--- config.mk ---
export PLATFORM = sky130hd
export DESIGN_NAME = dsc_conv_ctrl
export DESIGN_NICKNAME = d
export VERILOG_FILES = /design/src/dsc_pkg.sv /design/src/dsc_frame_if.sv /design/src/dsc_conv_ctrl.sv /design/src/dsc_frame_bit.sv
export SDC_FILE = /design/constraint.sdc
export NUM_CORES = 1
export LEC_CHECK = 0
export BUFFER_PORTS_ARGS = -buffer_cell sky130_fd_sc_hd__clkbuf_2
export CORE_AREA = 4 4 86 88
export DETAILED_ROUTE_END_ITERATION = 10
export DIE_AREA = 0 0 90 92
export PLACE_DENSITY = 0.75
export SYNTH_ARGS = -nofsm -noshare
export SYNTH_HDL_FRONTEND = slang
export SYNTH_SLANG_ARGS = --single-unit
--- constraint.sdc ---
create_clock -name clk_sys_i -period 3.95 [get_ports clk_sys_i]
set_clock_uncertainty 0.1 [all_clocks]
set_input_delay 0.1975 -clock clk_sys_i [delete_from_list [all_inputs] [get_ports clk_sys_i]]
set_output_delay 0.1975 -clock clk_sys_i [all_outputs]
set_load 0.01 [all_outputs]
--- src/dsc_pkg.sv ---
// constants and types shared by the conversion control block
package dsc_pkg;
   localparam int unsigned CLK_HZ          = 10_000_000;
   localparam int unsigned RESULT_W        = 16;
   localparam int unsigned FRAME_CYCLES    = 20;
   localparam int unsigned DUAL_FRAME_CYC  = 40;
   localparam int unsigned CYC_W           = 6;
   localparam logic [5:0]  CYC_IDLE        = 6'h00;
   localparam logic [5:0]  CYC_FIRST       = 6'h01;
   localparam logic [5:0]  CYC_SINGLE_LAST = 6'h14;
   localparam logic [5:0]  CYC_DOUBLE_LAST = 6'h28;
   localparam logic [4:0]  BIT_PAIR_FLAG   = 5'h01;
   localparam logic [4:0]  BIT_CONV_FLAG   = 5'h02;
   localparam logic [4:0]  BIT_MSB         = 5'h03;
   localparam logic [4:0]  BIT_LSB         = 5'h12;
   localparam logic [4:0]  READ_DELAY      = 5'h01;
   localparam logic [15:0] RESULT_RST      = 16'h0000;
   typedef enum logic [0:0] {ST_IDLE, ST_CONVERT} dsc_state_t;
endpackage
--- src/dsc_frame_if.sv ---
// one serial frame position and its payload, with the bit it yields
`timescale 1ns/1ps
interface dsc_frame_if;
   logic [4:0]  bit_index;
   logic        pair_flag;
   logic        conv_flag;
   logic [15:0] result;
   logic        frame_bit;
   modport ctrl (output bit_index, output pair_flag, output conv_flag, output result,
                 input frame_bit);
   modport fmt  (input bit_index, input pair_flag, input conv_flag, input result,
                 output frame_bit);
endinterface

--- src/dsc_conv_ctrl.sv ---
// conversion sequencing and serial result output of a dual sampling converter
`timescale 1ns/1ps
// Function
// - Channel-count pin picks two or four channel mode; four toggles pair itself.
// - Routing pin picks both lines at once or both results on line A.
// - Two-channel mode latches pair select in cycle one for next conversion.
// - A conversion takes exactly 20 clock cycles in dual-line mode and 40 in single-line mode.
// - Start rising edge puts both samplers into hold at once.
// - Busy is high for the whole conversion cycle.
// - Start and read only count while chip select is low.
// - Every frame bit is valid across its whole clock cycle.
// - Frame: pair flag, converter flag, sixteen result bits msb first, two zeros.
// - Pair flag only in four-channel mode; converter flag only in single-line mode.
// - Single-line mode floats line B after the next conversion.
// - Single-line mode shifts both results on line A over 40 cycles.
// - With routing high, a start inside the 40-cycle frame is ignored.
// - Four-channel dual-line alternates pairs and drives both lines.
// - Separate read strobe: data valid after third rising edge after its rise.
// - A start while idle begins conversion on the third rising edge after its rise.
module dsc_conv_ctrl
   import dsc_pkg::*;
(
   input  wire logic        clk_sys_i,
   input  wire logic        rstn_i,
   input  wire logic        convert_start_strobe_i,
   input  wire logic        read_strobe_i,
   input  wire logic        chip_select_n_i,
   input  wire logic        channel_count_select_i,
   input  wire logic        output_routing_select_i,
   input  wire logic        pair_select_i,
   input  wire logic [15:0] result_a_i,
   input  wire logic [15:0] result_b_i,
   output logic             hold_o,
   output logic             busy_o,
   output logic             pair_o,
   output logic             serial_a_o,
   output logic             serial_a_oe_o,
   output logic             serial_b_o,
   output logic             serial_b_oe_o
);
   // two-flop synchronisers for all pin inputs
   logic [5:0] sync1_reg;
   logic [5:0] sync2_reg;
   logic       start_s, read_s, cs_n_s, four_s, single_s, pair_sel_s;
   logic       start_d_reg, read_d_reg;

   always_ff @(posedge clk_sys_i or negedge rstn_i) begin
      if (!rstn_i) begin
         sync1_reg   <= 6'h04;
         sync2_reg   <= 6'h04;
         start_d_reg <= 1'b0;
         read_d_reg  <= 1'b0;
      end else begin
         sync1_reg   <= {pair_select_i, output_routing_select_i, channel_count_select_i,
                         chip_select_n_i, read_strobe_i, convert_start_strobe_i};
         sync2_reg   <= sync1_reg;
         start_d_reg <= sync2_reg[0];
         read_d_reg  <= sync2_reg[1];
      end
   end

   assign start_s    = sync2_reg[0];
   assign read_s     = sync2_reg[1];
   assign cs_n_s     = sync2_reg[2];
   assign four_s     = sync2_reg[3];
   assign single_s   = sync2_reg[4];
   assign pair_sel_s = sync2_reg[5];

   // conversion state
   dsc_state_t  state_reg, state_next;
   logic [5:0]  cyc_reg, cyc_next;
   logic        single_reg, single_next;
   logic        four_reg, four_next;
   logic        pair_reg, pair_next;
   logic        pair_sel_reg, pair_sel_next;
   logic [15:0] res_a_reg, res_a_next;
   logic [15:0] res_b_reg, res_b_next;
   logic        b_oe_reg, b_oe_next;
   logic        start_ok, read_rise, last_cyc;

   assign start_ok  = start_s & ~start_d_reg & ~cs_n_s;
   assign read_rise = read_s & ~read_d_reg & ~cs_n_s;
   assign last_cyc  = single_reg ? (cyc_reg == CYC_DOUBLE_LAST)
                                 : (cyc_reg == CYC_SINGLE_LAST);

   // sequencer next values
   always_comb begin
      state_next    = state_reg;
      cyc_next      = cyc_reg;
      single_next   = single_reg;
      four_next     = four_reg;
      pair_next     = pair_reg;
      pair_sel_next = pair_sel_reg;
      res_a_next    = res_a_reg;
      res_b_next    = res_b_reg;
      b_oe_next     = b_oe_reg;
      case (state_reg)
         ST_IDLE: begin
            if (start_ok) begin
               state_next  = ST_CONVERT;
               cyc_next    = CYC_FIRST;
               single_next = single_s;
               four_next   = four_s;
               res_a_next  = result_a_i;
               res_b_next  = result_b_i;
               if (four_s) begin
                  pair_next = ~pair_reg;
               end else begin
                  pair_next = pair_sel_reg;
               end
               if (!single_s) begin
                  b_oe_next = 1'b1;
               end
            end
         end
         ST_CONVERT: begin
            if (cyc_reg == CYC_FIRST) begin
               pair_sel_next = pair_sel_s;
            end
            if (last_cyc) begin
               state_next = ST_IDLE;
               cyc_next   = CYC_IDLE;
               if (single_reg) begin
                  b_oe_next = 1'b0;
               end
            end else begin
               cyc_next = cyc_reg + 6'h01;
            end
         end
         default: begin
            state_next = ST_IDLE;
            cyc_next   = CYC_IDLE;
         end
      endcase
   end

   always_ff @(posedge clk_sys_i or negedge rstn_i) begin
      if (!rstn_i) begin
         state_reg    <= ST_IDLE;
         cyc_reg      <= CYC_IDLE;
         single_reg   <= 1'b0;
         four_reg     <= 1'b0;
         pair_reg     <= 1'b0;
         pair_sel_reg <= 1'b0;
         res_a_reg    <= RESULT_RST;
         res_b_reg    <= RESULT_RST;
         b_oe_reg     <= 1'b1;
      end else begin
         state_reg    <= state_next;
         cyc_reg      <= cyc_next;
         single_reg   <= single_next;
         four_reg     <= four_next;
         pair_reg     <= pair_next;
         pair_sel_reg <= pair_sel_next;
         res_a_reg    <= res_a_next;
         res_b_reg    <= res_b_next;
         b_oe_reg     <= b_oe_next;
      end
   end

   // read strobe arming: valid at third edge after the rise
   logic [4:0] rd_cnt_reg, rd_cnt_next;
   logic       rd_ok_reg, rd_ok_next;

   always_comb begin
      rd_cnt_next = rd_cnt_reg;
      rd_ok_next  = rd_ok_reg;
      if (read_rise) begin
         rd_cnt_next = READ_DELAY;
         rd_ok_next  = 1'b1;
      end else if (rd_cnt_reg != 5'h00) begin
         rd_cnt_next = rd_cnt_reg - 5'h01;
         rd_ok_next  = 1'b1;
      end else if (state_reg == ST_CONVERT && last_cyc) begin
         rd_ok_next = 1'b0;
      end
   end

   always_ff @(posedge clk_sys_i or negedge rstn_i) begin
      if (!rstn_i) begin
         rd_cnt_reg <= 5'h00;
         rd_ok_reg  <= 1'b0;
      end else begin
         rd_cnt_reg <= rd_cnt_next;
         rd_ok_reg  <= rd_ok_next;
      end
   end

   // frame formatters for line A and line B
   dsc_frame_if fa ();
   dsc_frame_if fb ();
   logic       second_half;
   logic [5:0] idx_a;

   assign second_half  = single_next && (cyc_next > CYC_SINGLE_LAST);
   assign idx_a        = second_half ? cyc_next - CYC_SINGLE_LAST : cyc_next;
   assign fa.bit_index = idx_a[4:0];
   assign fa.pair_flag = four_next & pair_next;
   assign fa.conv_flag = second_half;
   assign fa.result    = second_half ? res_b_next : res_a_next;
   assign fb.bit_index = cyc_next[4:0];
   assign fb.pair_flag = four_next & pair_next;
   assign fb.conv_flag = 1'b0;
   assign fb.result    = res_b_next;

   dsc_frame_bit u_fmt_a (.fr(fa));
   dsc_frame_bit u_fmt_b (.fr(fb));

   // registered serial data, steady for the whole clock cycle
   logic ser_a_reg, ser_a_next, ser_b_reg, ser_b_next;

   always_comb begin
      ser_a_next = 1'b0;
      ser_b_next = 1'b0;
      if (state_next == ST_CONVERT && rd_ok_next) begin
         ser_a_next = fa.frame_bit;
         ser_b_next = fb.frame_bit & ~single_next;
      end
   end

   always_ff @(posedge clk_sys_i or negedge rstn_i) begin
      if (!rstn_i) begin
         ser_a_reg <= 1'b0;
         ser_b_reg <= 1'b0;
      end else begin
         ser_a_reg <= ser_a_next;
         ser_b_reg <= ser_b_next;
      end
   end

   // outputs
   assign hold_o = (convert_start_strobe_i & ~chip_select_n_i) | (state_reg == ST_CONVERT);
   assign busy_o        = (state_reg == ST_CONVERT);
   assign pair_o        = pair_reg;
   assign serial_a_o    = ser_a_reg;
   assign serial_a_oe_o = 1'b1;
   assign serial_b_o    = ser_b_reg;
   assign serial_b_oe_o = b_oe_reg;
endmodule

--- src/dsc_frame_bit.sv ---
// picks one bit of a 20-bit result frame by its cycle position
`timescale 1ns/1ps
module dsc_frame_bit
   import dsc_pkg::*;
(
   dsc_frame_if.fmt fr
);
   logic [4:0] msb_dist;

   // flags, msb first result, then trailing zeros
   always_comb begin
      msb_dist = fr.bit_index - BIT_MSB;
      if (fr.bit_index == BIT_PAIR_FLAG) begin
         fr.frame_bit = fr.pair_flag;
      end else if (fr.bit_index == BIT_CONV_FLAG) begin
         fr.frame_bit = fr.conv_flag;
      end else if (fr.bit_index >= BIT_MSB && fr.bit_index <= BIT_LSB) begin
         fr.frame_bit = fr.result[4'(4'hf - msb_dist[3:0])];
      end else begin
         fr.frame_bit = 1'b0;
      end
   end
endmodule

## Yosys cells after proc, flatten, opt, wreduce, memory -nomap -nowiden

Index checks and enable logic that the tools add are counted.

| word-level totals | value |
|---|---|
| logic and storage cells | 108 |
| register bits | 66 |
| input port bits | 40 |

| cells by class | value |
|---|---|
| bitwise logic cells | 15 |
| order comparisons | 7 |
| reductions and logical operators | 9 |
| equal/unequal tests | 11 |
| add/subtract/negate cells | 7 |
| muxes and demuxes | 42 |

Operators with widths:

| operator | count |
|---|---|
| 2-to-1 mux 16 bit | 5 |
| 2-to-1 mux 1 bit | 27 |
| 2-to-1 mux 5 bit | 3 |
| 2-to-1 mux 6 bit | 2 |
| one-hot mux 6 bit (2 select lines) | 1 |
| equality test 5 x 1 -> 1 bit, second input constant | 2 |
| equality test 5 x 2 -> 1 bit, second input constant | 2 |
| >= comparator 5 x 2 -> 1 bit, second input constant | 2 |
| <= comparator 5 bit, second input constant | 2 |
| < comparator 4 x 5 -> 1 bit, second input constant | 2 |
| binary-select mux 1 bit (select 4 bit) | 2 |
| subtractor 4 x 2 -> 4 bit, second input constant | 2 |
| subtractor 4 bit, first input constant | 2 |
| AND 1 bit | 7 |
| inverter 1 bit | 7 |
| adder 6 x 1 -> 6 bit, second input constant | 1 |
| equality test 6 x 1 -> 1 bit, second input constant | 1 |
| equality test 6 x 5 -> 1 bit, second input constant | 1 |
| equality test 6 bit, second input constant | 1 |
| > comparator 6 x 5 -> 1 bit, second input constant | 1 |
| logical AND 1 bit | 5 |
| nonzero test 5 bit | 1 |
| subtractor 5 x 1 -> 5 bit, second input constant | 1 |
| subtractor 5 bit, second input constant | 1 |
| 7 further kinds | 10 |

## Depth between registers and ports, before layout

| depth | value |
|---|---|
| depth in word-level cells | 16 |
| depth in mapped cells | 17 |
| depth with buffers taken out | 15 |

## By module

From an unflattened synthesis, not the netlist that was laid out.

| unflattened totals | value |
|---|---|
| cells, all modules | 274 |
| area total of the unflattened synthesis | 3547.2 um2 |

By module, submodules not included:

| module | cells an instance | area each (um2) | seq. area each (um2) | times used |
|---|---|---|---|---|
| dsc_conv_ctrl | 218 | 2974.1 | 1655.3 | 1 |
| dsc_frame_bit | 28 | 286.5 | 0.0 | 2 |

## Worst setup path before layout

Ideal clock, no wire load.

| path | value |
|---|---|
| path kind | reg-to-reg |
| from | register cyc_reg[0] |
| to | register ser_a_reg, in the netlist serial_a_o |
| setup time | 92 ps |
| arrival time | 3185 ps |
| required time | 3758 ps |
| path slack | 573 ps |
| cell stages (with the launch flop) | 13 |
| path through | dfrtp_1 -> inv_1 -> ha_1 -> nand4_1 -> or3_1 -> buf_6 -> nand3_1 -> o21ai_1 -> ha_1 -> xnor2_1 -> mux4_2 -> and3_1 -> o31ai_2 |

| between the ends | value |
|---|---|
| word-level cells in the longest chain between the ends | 15 |
| elaborated cells between the ends (all ways) | 32 |

Ends and longest elaborated chain:

| what | RTL line | text |
|---|---|---|
| from (decl) | dsc_conv_ctrl.sv:71 | `logic [5:0] cyc_reg, cyc_next;` |
| from (signal assigned) | dsc_conv_ctrl.sv:150 | `cyc_reg <= cyc_next;` |
| branches (longest 3 deep; another with adder 6 x 1 -> 6 bit) | -- |  |
| one-hot mux 6 bit (2 select lines) (*) | dsc_conv_ctrl.sv:97 | `case (state_reg)` |
| via cyc_next[0] | dsc_conv_ctrl.sv:71 |  |
| > comparator 6 x 5 -> 1 bit | dsc_conv_ctrl.sv:195 | `assign second_half = single_next && (cyc_next > CYC_SINGLE_LAST);` |
| logical AND 1 bit | dsc_conv_ctrl.sv:195 |  |
| 2-to-1 mux 5 bit | dsc_conv_ctrl.sv:196 | `assign idx_a = second_half ? cyc_next - CYC_SINGLE_LAST : cyc_next;` |
| subtractor 4 x 2 -> 4 bit | dsc_frame_bit.sv:12 | `msb_dist = fr.bit_index - BIT_MSB;` |
| subtractor 4 bit | dsc_frame_bit.sv:18 | `fr.frame_bit = fr.result[4'(4'hf - msb_dist[3:0])];` |
| binary-select mux 1 bit (select 4 bit) | dsc_frame_bit.sv:18 |  |
| 2-to-1 mux 1 bit (implied by the code) | dsc_frame_bit.sv:18 |  |
| 2-to-1 mux 1 bit | dsc_frame_bit.sv:17 | `end else if (fr.bit_index >= BIT_MSB && fr.bit_index <= BIT_LSB) begin` |
| 2-to-1 mux 1 bit | dsc_frame_bit.sv:15 | `end else if (fr.bit_index == BIT_CONV_FLAG) begin` |
| 2-to-1 mux 1 bit (*) | dsc_frame_bit.sv:13 | `if (fr.bit_index == BIT_PAIR_FLAG) begin` |
| 2-to-1 mux 1 bit (*) | dsc_conv_ctrl.sv:215 | `if (state_next == ST_CONVERT && rd_ok_next) begin` |
| via ser_a_next | dsc_conv_ctrl.sv:210 | `logic ser_a_reg, ser_a_next, ser_b_reg, ser_b_next;` |
| to (signal assigned) | dsc_conv_ctrl.sv:226 | `ser_a_reg <= ser_a_next;` |
| to (decl) | dsc_conv_ctrl.sv:210 |  |

Mark *: on every way through the listed nets, which the timed path passes. The select of a mux whose other input is x is not followed.
A chain may end at the register's enable or synchronous reset.

## Final worst setup path

| path | value |
|---|---|
| from | register cyc_reg[0] |
| to | register ser_a_reg, in the netlist serial_a_o |

| between the ends | value |
|---|---|
| word-level cells in the longest chain between the ends | 15 |
| elaborated cells between the ends (all ways) | 32 |

Ends and longest elaborated chain:

| what | RTL line | text |
|---|---|---|
| branches (longest 2 deep; another with adder 6 x 1 -> 6 bit) | -- |  |
| 2-to-1 mux 6 bit (*) | dsc_conv_ctrl.sv:120 | `if (last_cyc) begin` |
| one-hot mux 6 bit (2 select lines) (*) | dsc_conv_ctrl.sv:97 |  |
| via cyc_next[2] | dsc_conv_ctrl.sv:71 |  |
| > comparator 6 x 5 -> 1 bit | dsc_conv_ctrl.sv:195 |  |
| logical AND 1 bit | dsc_conv_ctrl.sv:195 |  |
| 2-to-1 mux 5 bit | dsc_conv_ctrl.sv:196 |  |
| subtractor 4 x 2 -> 4 bit | dsc_frame_bit.sv:12 |  |
| subtractor 4 bit | dsc_frame_bit.sv:18 |  |
| binary-select mux 1 bit (select 4 bit) | dsc_frame_bit.sv:18 |  |
| 2-to-1 mux 1 bit (implied by the code) | dsc_frame_bit.sv:18 |  |
| 2-to-1 mux 1 bit | dsc_frame_bit.sv:17 |  |
| 2-to-1 mux 1 bit | dsc_frame_bit.sv:15 |  |
| 2-to-1 mux 1 bit (*) | dsc_frame_bit.sv:13 |  |
| 2-to-1 mux 1 bit (*) | dsc_conv_ctrl.sv:215 |  |
| via ser_a_next | dsc_conv_ctrl.sv:210 |  |

Marked as above.

==> out/results.tsv <==
metric	value	unit
status	completed	
layout.nets	547	
postLayoutSetupSlackWorst	0.250	ns
dp_hpwl	6590	um
cp.arrival	3.86	ns
maxSlewHeadroom	0.510	
clockRootBuffer	clkbuf_8	
areaGrowthSynthToFinish	23.0	%
worstSkewPairLatency	0.35	ns
drc	0	
gp_congestion	0.912	
grt_antenna_before_repair	0	
ys_types	64	
critPathCaptureType	flip-flop	
cp_common_cell	ha_1	
synth_nets	463	
period_share	0.937	
grt_use_total	0.246	
place_ws	0.277	ns
totalWireLength	9680	um
synth_ff_type	dfrtp_1	
grt_max_degree	38	
dp.cells	529	
drt_iter0_markers	261	
drive_gt1_frac	0.216	
initial_core_util	0.569	
clk_pin_slew	0.08	ns
synth_edf_count	0	
criticalPathCategory	reg2reg	
p_total	4480	uW
p_per_area	965	nW/um2
h-tree-depth	3	
fmax	0.270	GHz
reg2reg_slack	0.25	ns
syn_inst	410	
yosysWarnings	0	
yosysSeqAreaShare	0.438	
synth-async-reset-ratio	1.00	
synth.avg_cell_area	9.22	um2
chipHeight	92	um
yosys_register_bits	66	
cp_slowest_cell	or3_1	
reg2reg_to	serial_a_o	
critical-path-max-stage-delay	0.48	ns
drt-wirelength-per-cell	16.7	um
grt-ovfl-total	0	
die_x	90	um
layout_min_cycle_time	3.70	ns
core.rowCount	30	
r2r_cells	14	
syn-cell-area	3780	um2
cts_sinks	66	
crit_path_max_fanout	12	
postRouteAntennaNets	0	
ioPinCount	47	
grt_pass1_vias	3368	
cts_setup_buffers	0	
timing.rr.start	cyc_reg[0]	
detail_route.first_pass.iterations	5	
crit_end	serial_a_o	
grt_first_pass_wirelength	16200	um
via_per_inst	5.84	
tns	0	ns
coreArea	6640	um2
cts_made_buffers	9	
power_leakage	0.00216	uW
vias	3381	
tightestPinTransition	0.734	ns
instances_no_fill	579	
fin_util	0.699	
ir_drop	0.000587	V
setup_viol	0	
cts_tree	built	
die_area	8280	um2
cp-start-kind	flip-flop	
clock_path_buffers	2	
maxSlewViolCount	0	
finalHoldViolCount	0	
io_buffers	45	
rsz0062_at_grt	no	
cp_data_required_time	4.11	ns
crit_start	cyc_reg[0]	
hp-class	in2reg	
crit_chain	inv_1, ha_1, nand4b_1, or3_1, a41oi_4, inv_2, ha_1, nand2_1, nor3b_2, o21a_4, mux2_4, nand2b_4, a211o_1, o31ai_2	
insertedDiodeCount	0	
cap_violations	0	
[Yosys cell counts (all sizes together) (5+ instances only)]
cell type / number / share of area
clkbuf: 9 / 0.0089
o221ai: 6 / 0.014
buf: 12 / 0.020
dfrtp: 63 / 0.42
xnor2: 7 / 0.018
nor3: 15 / 0.020
nor2: 32 / 0.032
o21ai: 15 / 0.020
nand3: 17 / 0.023
ha: 13 / 0.043
mux2i: 5 / 0.013
inv: 19 / 0.019
nand2: 100 / 0.099
o22ai: 9 / 0.015
mux2: 8 / 0.025
[timing repair]
action,in CTS,in global routing
hold endpoints to repair,59,0
hold buffers,34,0
resized for setup,0,1
setup endpoints to repair,0,1
[routing by layer]
metal | vias up | wire length (um) | part of all wire | global-route usage
met3 | 22 | 566 | 0.058 | 0.0353
met5 | - | 0 | 0 | 0
met2 | 133 | 4920 | 0.51 | 0.431
li1 | 1603 | - | - | -
met1 | 1623 | 3900 | 0.40 | 0.292
met4 | 0 | 291 | 0.030 | 0.131
[worst max-delay path: cells and delay by family, from the launching register on]
family                   cells  cell delay [ns]
AND/OR/NAND/NOR              5             1.05
multiplexers                 1             0.33
AO/OA/AOI/OAI                4             1.04
flip-flops                   1             0.38
adder cells (fa/ha/maj)      2             0.42
buffers and inverters        2             0.28
[where the power goes]
part           switching, uW  internal [uW]  total (uW)  leakage (uW)
registers                203            954        1160      0.000775
logic                   1490           1310        2790       0.00131
clock network            272            263         535     0.0000838
total                   1960           2520        4480       0.00216
[metrics by stage]
step	instance area, um2	hold slack, ns
finish	4650	0.00734
global route	4650	0.00743
CTS	4640	0.00275
detailed placement	4110	0.166
global placement	4110	0.167
floorplan	3780	-0.198
[logic make-up after synthesis]
kind of cell | share of synthesized area
muxes | 0.0619
other | 0.000992
xor gates and xnor gates | 0.0275
buffers and inverters | 0.0473
and+or+nand+nor | 0.230
AOI/OAI and AO/OA | 0.151
adders and majority gates | 0.0430
DFF | 0.438
[cells in the final DEF, fill, tap and decap left out, types with 5 or more instances in the layout]
| cell | instances |
|---|---|
| nor3_1 | 15 |
| xnor2_1 | 6 |
| nand3_1 | 17 |
| mux2i_1 | 5 |
| o221ai_1 | 6 |
| nand2_1 | 100 |
| o22ai_1 | 9 |
| ha_1 | 13 |
| dlygate4sd3_1 | 34 |
| buf_4 | 15 |
| inv_1 | 18 |
| clkbuf_8 | 11 |
| clkbuf_2 | 44 |
| mux2_2 | 7 |
| dfrtp_1 | 63 |
| o21ai_0 | 14 |
| nor2_1 | 31 |
[layout make-up]
class	count	area [um2]
multi-input cells	304	1950
clock inverters	5	38.8
well taps	80	100
repair buffers	94	678
flip-flops and latches	66	1660
clock buffers	11	151
inverters	19	71.3
fillers	524	2000
[worst min path at each step]
| stage | start | endpoint | slack, ns | depth (start not counted) |
|---|---|---|---|---|
| floorplan | rstn_i | busy_o | -0.20 | 0 |
| global placement | rstn_i | res_b_reg[4] | 0.17 | 1 |
| detailed placement | rstn_i | res_b_reg[4] | 0.17 | 1 |
| CTS | result_a_i[7] | res_a_reg[7] | 0.003 | 2 |
| global route | result_b_i[13] | res_b_reg[13] | 0.007 | 3 |
| finish | result_a_i[7] | res_a_reg[7] | 0.007 | 2 |
Power figures use the tool's default switching activity.
